<file path="config.mk">
export PLATFORM = sky130hd
export DESIGN_NAME = gspwm_latch
export DESIGN_NICKNAME = d
export VERILOG_FILES = /design/src/gspwm_pkg.sv /design/src/gspwm_chan.sv /design/src/gspwm_latch.sv
export SDC_FILE = /design/constraint.sdc
export NUM_CORES = 1
export LEC_CHECK = 0
export ABC_AREA = 1
export BUFFER_PORTS_ARGS = -buffer_cell sky130_fd_sc_hd__buf_2
export CAP_MARGIN = 20
export CORE_MARGIN = 2
export CORE_UTILIZATION = 40
export CTS_CLUSTER_DIAMETER = 40
export DETAILED_ROUTE_END_ITERATION = 12
export GPL_TIMING_DRIVEN = 0
export PLACE_DENSITY = 0.61
export SKIP_LAST_GASP = 1
export SYNTH_ARGS = -nofsm -noshare
export SYNTH_HDL_FRONTEND = slang
export SYNTH_SLANG_ARGS = --single-unit
</file>
<file path="constraint.sdc">
create_clock -name core_clk_i -period 22.6 [get_ports core_clk_i]
set_input_delay 4.52 -clock core_clk_i [delete_from_list [all_inputs] [get_ports core_clk_i]]
set_output_delay 4.52 -clock core_clk_i [all_outputs]
set_load 0.02 [all_outputs]
</file>
<file path="src/gspwm_pkg.sv">
// constants and carrier types of the grayscale pwm latch block
// assumes one core clock; all pin levels arrive unsynchronised
package gspwm_pkg;

  // ----------------------------------------------------------------
  // grayscale word layout
  // ----------------------------------------------------------------
  localparam int GS_WORD_W = 288;
  localparam int CH_VAL_W = 12;
  localparam int GROUP_W = 36;
  localparam int GROUPS = 8;
  localparam int RED_LSB = 0;
  localparam int RSV_LSB = 12;
  localparam int BLUE_LSB = 24;
  localparam int CFG_W = 205;

  // ----------------------------------------------------------------
  // counter and width modes
  // ----------------------------------------------------------------
  localparam int CNT_W = 13;
  localparam int MODE_W = 2;
  localparam logic [MODE_W-1:0] MODE_10 = 2'h2;
  localparam logic [MODE_W-1:0] MODE_8 = 2'h3;
  localparam logic [CNT_W-1:0] CNT_ZERO = 13'h0000;
  localparam logic [CNT_W-1:0] CNT_ONE = 13'h0001;
  localparam logic [CNT_W-1:0] CNT_MAX_12 = 13'h1000;
  localparam logic [CNT_W-1:0] CNT_MAX_10 = 13'h0400;
  localparam logic [CNT_W-1:0] CNT_MAX_8 = 13'h0100;
  localparam logic [CH_VAL_W-1:0] MASK_12 = 12'hFFF;
  localparam logic [CH_VAL_W-1:0] MASK_10 = 12'h3FF;
  localparam logic [CH_VAL_W-1:0] MASK_8 = 12'h0FF;

  // ----------------------------------------------------------------
  // reset values
  // ----------------------------------------------------------------
  localparam logic [GS_WORD_W-1:0] SR_RESET = 288'h0;
  localparam logic [CH_VAL_W-1:0] GS_RESET = 12'h000;

  // ----------------------------------------------------------------
  // carrier of the host-driven pins
  // ----------------------------------------------------------------
  typedef struct packed {
    logic shift_clk;
    logic serial_data_in;
    logic latch;
    logic blank;
    logic grayscale_ref_clock;
  } gspwm_pins_t;

endpackage : gspwm_pkg

</file>
<file path="src/gspwm_chan.sv">
// one channel comparator of the grayscale pwm latch
// assumes count and value come from logic on the same clock
`timescale 1ns/1ps

module gspwm_chan (
  // grayscale value and width mode
  input wire logic [gspwm_pkg::CH_VAL_W-1:0] grayscale_value_i,
  input wire logic [gspwm_pkg::MODE_W-1:0] counter_width_select_i,
  // shared counter
  input wire logic [gspwm_pkg::CNT_W-1:0] count_i,
  // output enable for this channel
  output logic on_o
);

  // ----------------------------------------------------------------
  // width masking
  // ----------------------------------------------------------------
  logic [gspwm_pkg::CH_VAL_W-1:0] mask;
  logic [gspwm_pkg::CH_VAL_W-1:0] used_value;
  logic [gspwm_pkg::CNT_W-1:0] wide_value;

  assign mask = (counter_width_select_i == gspwm_pkg::MODE_8) ? gspwm_pkg::MASK_8 :
                (counter_width_select_i == gspwm_pkg::MODE_10) ? gspwm_pkg::MASK_10 :
                gspwm_pkg::MASK_12;
  assign used_value = grayscale_value_i & mask;
  assign wide_value = {1'b0, used_value};

  // ----------------------------------------------------------------
  // compare
  // ----------------------------------------------------------------
  // on from count one up to the value, off once the count passes it
  assign on_o = (count_i != gspwm_pkg::CNT_ZERO) && (count_i <= wide_value);

endmodule : gspwm_chan

</file>
<file path="src/gspwm_latch.sv">
// grayscale shift register, data latch, shared counter and channel pwm
// assumes host pins are asynchronous and much slower than core_clk_i;
// config readback data and width select come from logic on core_clk_i
//
// Overview of operation
// - grayscale word is 288 bits, one 12-bit value per channel plus reserved slots.
// - latch rising edge copies the red and blue values of the shift register into the grayscale latch.
// - newly latched values drive the output comparisons immediately.
// - counter steps by one per grayscale clock rising edge while blank is high, until it parks at the full period.
// - blank falling clears the counter; it stays zero while blank is low.
// - first grayscale clock edge after blank rises makes the count one, outputs with a nonzero value on.
// - channel stays on while count is at most its value.
// - channel goes off when count first exceeds value; zero gives no on-time.
// - 4096 steps in 12-bit mode, 1024 in 10-bit, 256 in 8-bit; on-time is value clock periods, duty value over the step count.
// - reset clears shift register and grayscale latch.
// - after each latch, config data loads into the lowest 205 shift bits.
// - each 36-bit group holds blue value, reserved slot, red value, top down.
// - 10-bit or 8-bit mode compares only the low 10 or 8 value bits.
`timescale 1ns/1ps

module gspwm_latch #(
  parameter int CHANNELS_PER_GROUP = gspwm_pkg::GROUPS
) (
  // clock and reset
  input wire logic core_clk_i,
  input wire logic sys_rst_i,
  // host pins
  input wire gspwm_pkg::gspwm_pins_t pins_i,
  // readback and mode from the config latch
  input wire logic [gspwm_pkg::CFG_W-1:0] function_brightness_dot_config_i,
  input wire logic [gspwm_pkg::MODE_W-1:0] counter_width_select_i,
  // serial output
  output logic serial_data_out_o,
  // channel enables
  output logic [CHANNELS_PER_GROUP-1:0] blue_group_channel_o,
  output logic [CHANNELS_PER_GROUP-1:0] red_group_channel_o,
  // counter state
  output logic [gspwm_pkg::CNT_W-1:0] gs_count_o
);

  // ----------------------------------------------------------------
  // pin synchronisers and edges
  // ----------------------------------------------------------------
  gspwm_pkg::gspwm_pins_t pins_meta;
  gspwm_pkg::gspwm_pins_t pins_sync;
  gspwm_pkg::gspwm_pins_t pins_prev;

  always_ff @(posedge core_clk_i or posedge sys_rst_i) begin
    if (sys_rst_i) begin
      pins_meta <= '0;
      pins_sync <= '0;
      pins_prev <= '0;
    end else begin
      pins_meta <= pins_i;
      pins_sync <= pins_meta;
      pins_prev <= pins_sync;
    end
  end

  logic shift_rise;
  logic latch_rise;
  logic grayscale_ref_clock_rise;
  logic blank_high;
  logic blank_fall;

  assign shift_rise = pins_sync.shift_clk & ~pins_prev.shift_clk;
  assign latch_rise = pins_sync.latch & ~pins_prev.latch;
  assign grayscale_ref_clock_rise = pins_sync.grayscale_ref_clock & ~pins_prev.grayscale_ref_clock;
  assign blank_high = pins_sync.blank;
  assign blank_fall = pins_prev.blank & ~pins_sync.blank;

  // ----------------------------------------------------------------
  // common shift register
  // ----------------------------------------------------------------
  logic [gspwm_pkg::GS_WORD_W-1:0] shift_reg;
  logic [gspwm_pkg::GS_WORD_W-1:0] shifted;
  logic [gspwm_pkg::GS_WORD_W-1:0] readback;
  logic [gspwm_pkg::GS_WORD_W-1:0] next_shift_reg;

  // data enters at the bottom and leaves from the top
  assign shifted = {shift_reg[gspwm_pkg::GS_WORD_W-2:0], pins_sync.serial_data_in};
  assign readback = {shift_reg[gspwm_pkg::GS_WORD_W-1:gspwm_pkg::CFG_W],
                     function_brightness_dot_config_i};
  // a latch edge wins over a shift edge in the same cycle
  assign next_shift_reg = latch_rise ? readback :
                          shift_rise ? shifted : shift_reg;

  always_ff @(posedge core_clk_i or posedge sys_rst_i) begin
    if (sys_rst_i) begin
      shift_reg <= gspwm_pkg::SR_RESET;
    end else begin
      shift_reg <= next_shift_reg;
    end
  end

  // ----------------------------------------------------------------
  // grayscale data latch
  // ----------------------------------------------------------------
  // reserved slots are never stored
  logic [CHANNELS_PER_GROUP-1:0][gspwm_pkg::CH_VAL_W-1:0] red_value;
  logic [CHANNELS_PER_GROUP-1:0][gspwm_pkg::CH_VAL_W-1:0] blue_value;
  logic [CHANNELS_PER_GROUP-1:0][gspwm_pkg::CH_VAL_W-1:0] next_red_value;
  logic [CHANNELS_PER_GROUP-1:0][gspwm_pkg::CH_VAL_W-1:0] next_blue_value;

  // ----------------------------------------------------------------
  // shared grayscale counter
  // ----------------------------------------------------------------
  logic [gspwm_pkg::CNT_W-1:0] count;
  logic [gspwm_pkg::CNT_W-1:0] count_max;
  logic [gspwm_pkg::CNT_W-1:0] count_inc;
  logic [gspwm_pkg::CNT_W-1:0] next_count;
  logic count_step;

  // full period of the selected width; count parks there, all off
  assign count_max = (counter_width_select_i == gspwm_pkg::MODE_8) ? gspwm_pkg::CNT_MAX_8 :
                     (counter_width_select_i == gspwm_pkg::MODE_10) ? gspwm_pkg::CNT_MAX_10 :
                     gspwm_pkg::CNT_MAX_12;
  assign count_step = blank_high && grayscale_ref_clock_rise && (count < count_max);
  assign count_inc = count + gspwm_pkg::CNT_ONE;
  assign next_count = !blank_high ? gspwm_pkg::CNT_ZERO :
                      count_step ? count_inc :
                      (count > count_max) ? count_max : count;

  // ----------------------------------------------------------------
  // channel comparators
  // ----------------------------------------------------------------
  logic [CHANNELS_PER_GROUP-1:0] next_red_on;
  logic [CHANNELS_PER_GROUP-1:0] next_blue_on;

  genvar g;
  generate
    for (g = 0; g < CHANNELS_PER_GROUP; g++) begin : gen_group
      localparam int BASE = g * gspwm_pkg::GROUP_W;
      localparam int RED_LO = BASE + gspwm_pkg::RED_LSB;
      localparam int BLUE_LO = BASE + gspwm_pkg::BLUE_LSB;

      // new values go straight to the comparators
      assign next_red_value[g] = latch_rise ?
        shift_reg[RED_LO +: gspwm_pkg::CH_VAL_W] : red_value[g];
      assign next_blue_value[g] = latch_rise ?
        shift_reg[BLUE_LO +: gspwm_pkg::CH_VAL_W] : blue_value[g];

      gspwm_chan u_red (
        .grayscale_value_i(next_red_value[g]),
        .counter_width_select_i(counter_width_select_i),
        .count_i(next_count),
        .on_o(next_red_on[g])
      );

      gspwm_chan u_blue (
        .grayscale_value_i(next_blue_value[g]),
        .counter_width_select_i(counter_width_select_i),
        .count_i(next_count),
        .on_o(next_blue_on[g])
      );
    end
  endgenerate

  // ----------------------------------------------------------------
  // state and output flops
  // ----------------------------------------------------------------
  always_ff @(posedge core_clk_i or posedge sys_rst_i) begin
    if (sys_rst_i) begin
      red_value <= {CHANNELS_PER_GROUP{gspwm_pkg::GS_RESET}};
      blue_value <= {CHANNELS_PER_GROUP{gspwm_pkg::GS_RESET}};
      count <= gspwm_pkg::CNT_ZERO;
      gs_count_o <= gspwm_pkg::CNT_ZERO;
      red_group_channel_o <= '0;
      blue_group_channel_o <= '0;
      serial_data_out_o <= 1'b0;
    end else begin
      red_value <= next_red_value;
      blue_value <= next_blue_value;
      count <= next_count;
      gs_count_o <= next_count;
      red_group_channel_o <= next_red_on;
      blue_group_channel_o <= next_blue_on;
      serial_data_out_o <= next_shift_reg[gspwm_pkg::GS_WORD_W-1];
    end
  end

  // ----------------------------------------------------------------
  // checks
  // ----------------------------------------------------------------
  logic [gspwm_pkg::CNT_W-1:0] red0_wide;
  logic [gspwm_pkg::CNT_W-1:0] blue7_wide;

  assign red0_wide = {1'b0, red_value[0]};
  assign blue7_wide = {1'b0, blue_value[CHANNELS_PER_GROUP-1]};

  latch_copy_a: assert property (
    @(posedge core_clk_i) disable iff (sys_rst_i)
    latch_rise |=> (red_value[0] == $past(shift_reg[11:0]))
      && (blue_value[CHANNELS_PER_GROUP-1] == $past(shift_reg[287:276])))
    else $error("latch did not copy the shift register");

  config_load_a: assert property (
    @(posedge core_clk_i) disable iff (sys_rst_i)
    latch_rise |=> (shift_reg[204:0] == $past(function_brightness_dot_config_i))
      && (shift_reg[287:205] == $past(shift_reg[287:205])))
    else $error("config readback not loaded after latch");

  shift_in_a: assert property (
    @(posedge core_clk_i) disable iff (sys_rst_i)
    (shift_rise && !latch_rise) |=> (shift_reg[0] == $past(pins_sync.serial_data_in))
      && (shift_reg[287:1] == $past(shift_reg[286:0])))
    else $error("shift register did not advance");

  blank_clear_a: assert property (
    @(posedge core_clk_i) disable iff (sys_rst_i)
    (blank_fall or !blank_high) |=> (count == 13'h0000) && (gs_count_o == 13'h0000))
    else $error("counter not held at zero while blank low");

  count_step_a: assert property (
    @(posedge core_clk_i) disable iff (sys_rst_i)
    (blank_high && grayscale_ref_clock_rise && count < count_max) |=> (count == $past(count) + 13'h0001))
    else $error("counter did not step on grayscale clock");

  count_hold_a: assert property (
    @(posedge core_clk_i) disable iff (sys_rst_i)
    (blank_high && !grayscale_ref_clock_rise && $stable(counter_width_select_i) && count <= count_max)
      |=> (count == $past(count)))
    else $error("counter moved without a grayscale clock edge");

  first_edge_a: assert property (
    @(posedge core_clk_i) disable iff (sys_rst_i)
    (count == 13'h0000 && blank_high && grayscale_ref_clock_rise && red_value[0] != 12'h000
      && counter_width_select_i[1] == 1'b0 && !latch_rise)
      |=> (count == 13'h0001) && red_group_channel_o[0])
    else $error("first edge after blank did not start the on-period");

  no_wrap_a: assert property (
    @(posedge core_clk_i) disable iff (sys_rst_i)
    (count == count_max && blank_high && $stable(counter_width_select_i))
      |=> (count == $past(count)) && (red_group_channel_o == '0)
      && (blue_group_channel_o == '0))
    else $error("counter wrapped or output on at full period");

  red_compare_a: assert property (
    @(posedge core_clk_i) disable iff (sys_rst_i)
    (counter_width_select_i[1] == 1'b0)
      |-> (red_group_channel_o[0] == ((count != 13'h0000) && (count <= red0_wide))))
    else $error("red channel 0 enable disagrees with count");

  blue_compare_a: assert property (
    @(posedge core_clk_i) disable iff (sys_rst_i)
    (latch_rise && counter_width_select_i[1] == 1'b0)
      |=> (blue_group_channel_o[CHANNELS_PER_GROUP-1]
        == ((count != 13'h0000) && (count <= blue7_wide))))
    else $error("new value not applied at once");

  zero_value_a: assert property (
    @(posedge core_clk_i) disable iff (sys_rst_i)
    (red_value[0] == 12'h000) |-> !red_group_channel_o[0])
    else $error("zero value produced on-time");

  narrow_mode_a: assert property (
    @(posedge core_clk_i) disable iff (sys_rst_i)
    (counter_width_select_i == 2'h3 && count != 13'h0000)
      |-> (red_group_channel_o[0] == (count <= {5'h00, red_value[0][7:0]})))
    else $error("8-bit mode used upper value bits");

  reset_clear_a: assert property (
    @(posedge core_clk_i)
    $fell(sys_rst_i) |-> (shift_reg == 288'h0) && (red_value[0] == 12'h000))
    else $error("reset did not clear shift register and latch");

  value_hold_a: assert property (
    @(posedge core_clk_i) disable iff (sys_rst_i)
    !latch_rise |=> $stable(red_value) && $stable(blue_value))
    else $error("latched values changed without a latch edge");

  shift_hold_a: assert property (
    @(posedge core_clk_i) disable iff (sys_rst_i)
    (!shift_rise && !latch_rise) |=> $stable(shift_reg))
    else $error("shift register moved without a shift edge");

  sdo_top_a: assert property (
    @(posedge core_clk_i) disable iff (sys_rst_i)
    serial_data_out_o == shift_reg[gspwm_pkg::GS_WORD_W-1])
    else $error("serial output is not the top shift bit");

  zero_count_off_a: assert property (
    @(posedge core_clk_i) disable iff (sys_rst_i)
    (count == gspwm_pkg::CNT_ZERO)
      |-> (red_group_channel_o == '0) && (blue_group_channel_o == '0))
    else $error("channel on while count is zero");

  count_bound_a: assert property (
    @(posedge core_clk_i) disable iff (sys_rst_i)
    $stable(counter_width_select_i) |-> (count <= count_max))
    else $error("counter beyond its full period");

  width_ten_a: assert property (
    @(posedge core_clk_i) disable iff (sys_rst_i)
    (counter_width_select_i == gspwm_pkg::MODE_10) && $stable(counter_width_select_i)
      && (count != gspwm_pkg::CNT_ZERO)
      |-> (blue_group_channel_o[0] == (count <= {3'h0, blue_value[0][9:0]})))
    else $error("10-bit mode used upper value bits");

endmodule : gspwm_latch

</file>
==> results.json <==
{
  "outcome": "completed",
  "drv_slew": 0,
  "crit_type": "input port to flop",
  "finalSetupViolations": 0,
  "async_reset_ff_share_pct": 100,
  "synth_top_area_share_pct": 49.9,
  "grt_pass1_wl_mm": 134,
  "yosysMostFrequentCell": "nand2_1",
  "wirelength_mm": 88.7,
  "combPwrFrac_pct": 21.0,
  "synth.largest_area_cell": "dfrtp_1",
  "fillers": 6209,
  "wl_per_cell_um": 20.2,
  "share_seq_of_total_power_pct": 33.5,
  "first_iter_violations": 1865,
  "gr-total-overflow": 0,
  "max_freq_mhz": 122,
  "grt_usage_pct": 26.5,
  "gp_congestion": 0.867,
  "postLayoutCellArea_um2": 32300,
  "skew_ps": 30.6,
  "coreArea_um2": 64600,
  "power_density_nw_per_um2": 104,
  "ant_nets": 0,
  "die_area_um2": 67400,
  "synth-seq-cells": 522,
  "yosysSeqAreaShare_pct": 49.9,
  "die_h_um": 260,
  "ys.flop_type": "dfrtp_1",
  "cts.sinks": 522,
  "largest_register_ffs": 288,
  "p_sw_share_pct": 31.8,
  "cp-start-kind": "input port",
  "hpwl_mm": 62.0,
  "rows": 93,
  "dp_cells": 4216,
  "ys_top_cells_by_area": "dfrtp_1, nand2_1, ha_1",
  "ir_drop_uv": 58.1,
  "fin_util_pct": 50.1,
  "gr-usage-met1_pct": 35.7,
  "ioPinCount": 244,
  "cts_tree": "built",
  "start_util_pct": 40.5,
  "grt.busiest_layer": "met2",
  "grt_max_degree": 123,
  "ys_top_cells_by_count": "nand2_1, dfrtp_1, inv_1",
  "holdBufCountCts": 0,
  "post-route-period-util_pct": 36.2,
  "syn_nets": 3498,
  "synth-edff-count": 0,
  "crit_fanout": 10,
  "cts_resized": 0,
  "antenna_found_initial": 5,
  "area.growth.synth_to_final_pct": 23.6,
  "rsz0062_at_grt": "no",
  "final_cells": 4397,
  "vias": 22700,
  "drv_cap": 0,
  "hold_class": "flop to flop",
  "period_minus_slack_ps": 8190,
  "dpl-instance-area_um2": 28900,
  "finish.net_count": 3856,
  "yosys_warnings": 0,
  "die_width_um": 260,
  "power_switching_mw": 1.07,
  "dr.pass1.iters": 7,
  "critPathRequiredTime_ps": 23060,
  "tightest_slew_ps": 1160,
  "postCtsSetupRepairBufs": 0,
  "crit_path_end_kind": "flop",
  "drive_above_1_share_pct": 17.2,
  "arrival_ps": 8660,
  "drcViolationCount": 0,
  "via_per_inst": 5.17,
  "clk_latency_ps": 650,
  "grt_pass1_vias": 22400,
  "power.share.clock_pct": 45.5,
  "report.final.hold_viol_count": 0,
  "grtUsageMet2_pct": 41.6,
  "synth_area_um2": 26200,
  "avgSynthCellArea_um2": 8.43,
  "relSlewSlack_pct": 22.7,
  "globalRouteMet3Util_pct": 5.05,
  "root_buffer": "clkbuf_16",
  "netlist_instances": 3102,
  "htree_levels": 3,
  "leakage_nw": 16.4,
  "intPower_mw": 2.30,
  "numCtsBuffers": 95,
  "ys_types": 42,
  "antenna_cells": 0,
  "portBuffers": 243,
  "clk_pin_slew_worst_paths_ps": 40,
  "cts_buffer_depth": 3
}
kinds of logic after synthesis:
kind of cell             share of synthesized area (%)
adder cells (fa/ha/maj)                           8.71
AND/OR/NAND/NOR                                   24.0
AO/OA/AOI/OAI                                     10.4
flip-flops                                        49.9
XOR/XNOR                                         0.134
buffers and inverters                             6.84
cell usage in the layout (no fill, tap or decap), types with 15 or more instances in the layout:
cell        netlist  routed
nor2_1           87      87
nand4_1          29      29
a211oi_1         26      26
buf_2            16     259
dfrtp_1         522     522
ha_1            182     182
o221ai_1         24      24
inv_1           304     303
clkinvlp_4        0      15
nand3_1         115     115
a21oi_1          69      69
or2_2           112     112
clkbuf_16         0      97
o21ai_0         179     179
nand2_1        1112    1112
clkbuf_1        111     118
o211ai_1        117     117
metrics by stage:
stage          setup WS, ps  power [mW]  hold slack, ps  setup TNS, ps
3_3_place_gp          -3110        1.82             335       -1579580
5_1_grt               14230        3.52             349              0
6_report              14410        3.37             344              0
2_1_floorplan          3500        1.58             331              0
3_5_place_dp          13880        1.84             336              0
4_1_cts               14530        3.38             347              0
power by group through the flow:
stage / clock network, mW / logic (mW) / registers [mW]
after global placement: 0 / 0.677 / 1.14
after CTS: 1.55 / 0.703 / 1.13
after global routing: 1.59 / 0.782 / 1.14
after floorplan: 0 / 0.431 / 1.14
final: 1.53 / 0.706 / 1.13
after detailed placement: 0 / 0.695 / 1.14
path summary, 6_finish.rpt:
check	from	end	slack (ps)	cells after the start
hold / removal	pins_meta[2]	pins_sync[2]	340	0
min in group asynchronous	sys_rst_i	blank_high	3930	2
setup / recovery	counter_width_select_i[1]	blue_group_channel_o[6]	14410	26
setup reg to reg	pins_sync[2]	blue_group_channel_o[6]	17500	16
hold reg to reg	pins_meta[2]	pins_sync[2]	340	0
max in group asynchronous	sys_rst_i	shift_reg[118]	17120	4
critical path: stages:
cell      delay (ps)
buf_2            120
inv_1            250
nor2_1           230
inv_1             70
ha_1             300
nand2_1           70
inv_1             80
nand2_1           60
nor2_1            80
nand2_1          110
nand2_4          160
nand2_2          130
o21ai_1          130
o21ai_1          100
inv_1            530
buf_16           240
ha_1             270
a21oi_1          160
nor2_1            50
a211oi_1         150
o21ai_0          120
a21oi_1          140
nand2_1           60
inv_1             50
nand2_1           40
a21oi_1          420
metal layers:
layer  vias to the layer above  share of wire [%]  routed length, um
met2                       778                 45              40300
met4                         4                4.3               3780
met5                         -              0.020                 18
met3                       199                6.9               6130
li1                      10800                  -                  -
met1                     11000                 43              38400
layout make-up:
type                            count  area [um^2]  share of cell area, %
Sequential cell                   522        13100                   40.4
Clock buffer                      114         2590                   8.01
Inverter                          310         1170                   3.62
Buffer                            146          624                   1.93
Multi-Input combinational cell   2124        11300                   35.0
Clock inverter                     65          863                   2.67
Timing Repair Buffer              261         1650                   5.09
Tap cell                          855         1070                   3.31
Note: power is estimated with default switching activity, not from simulation.
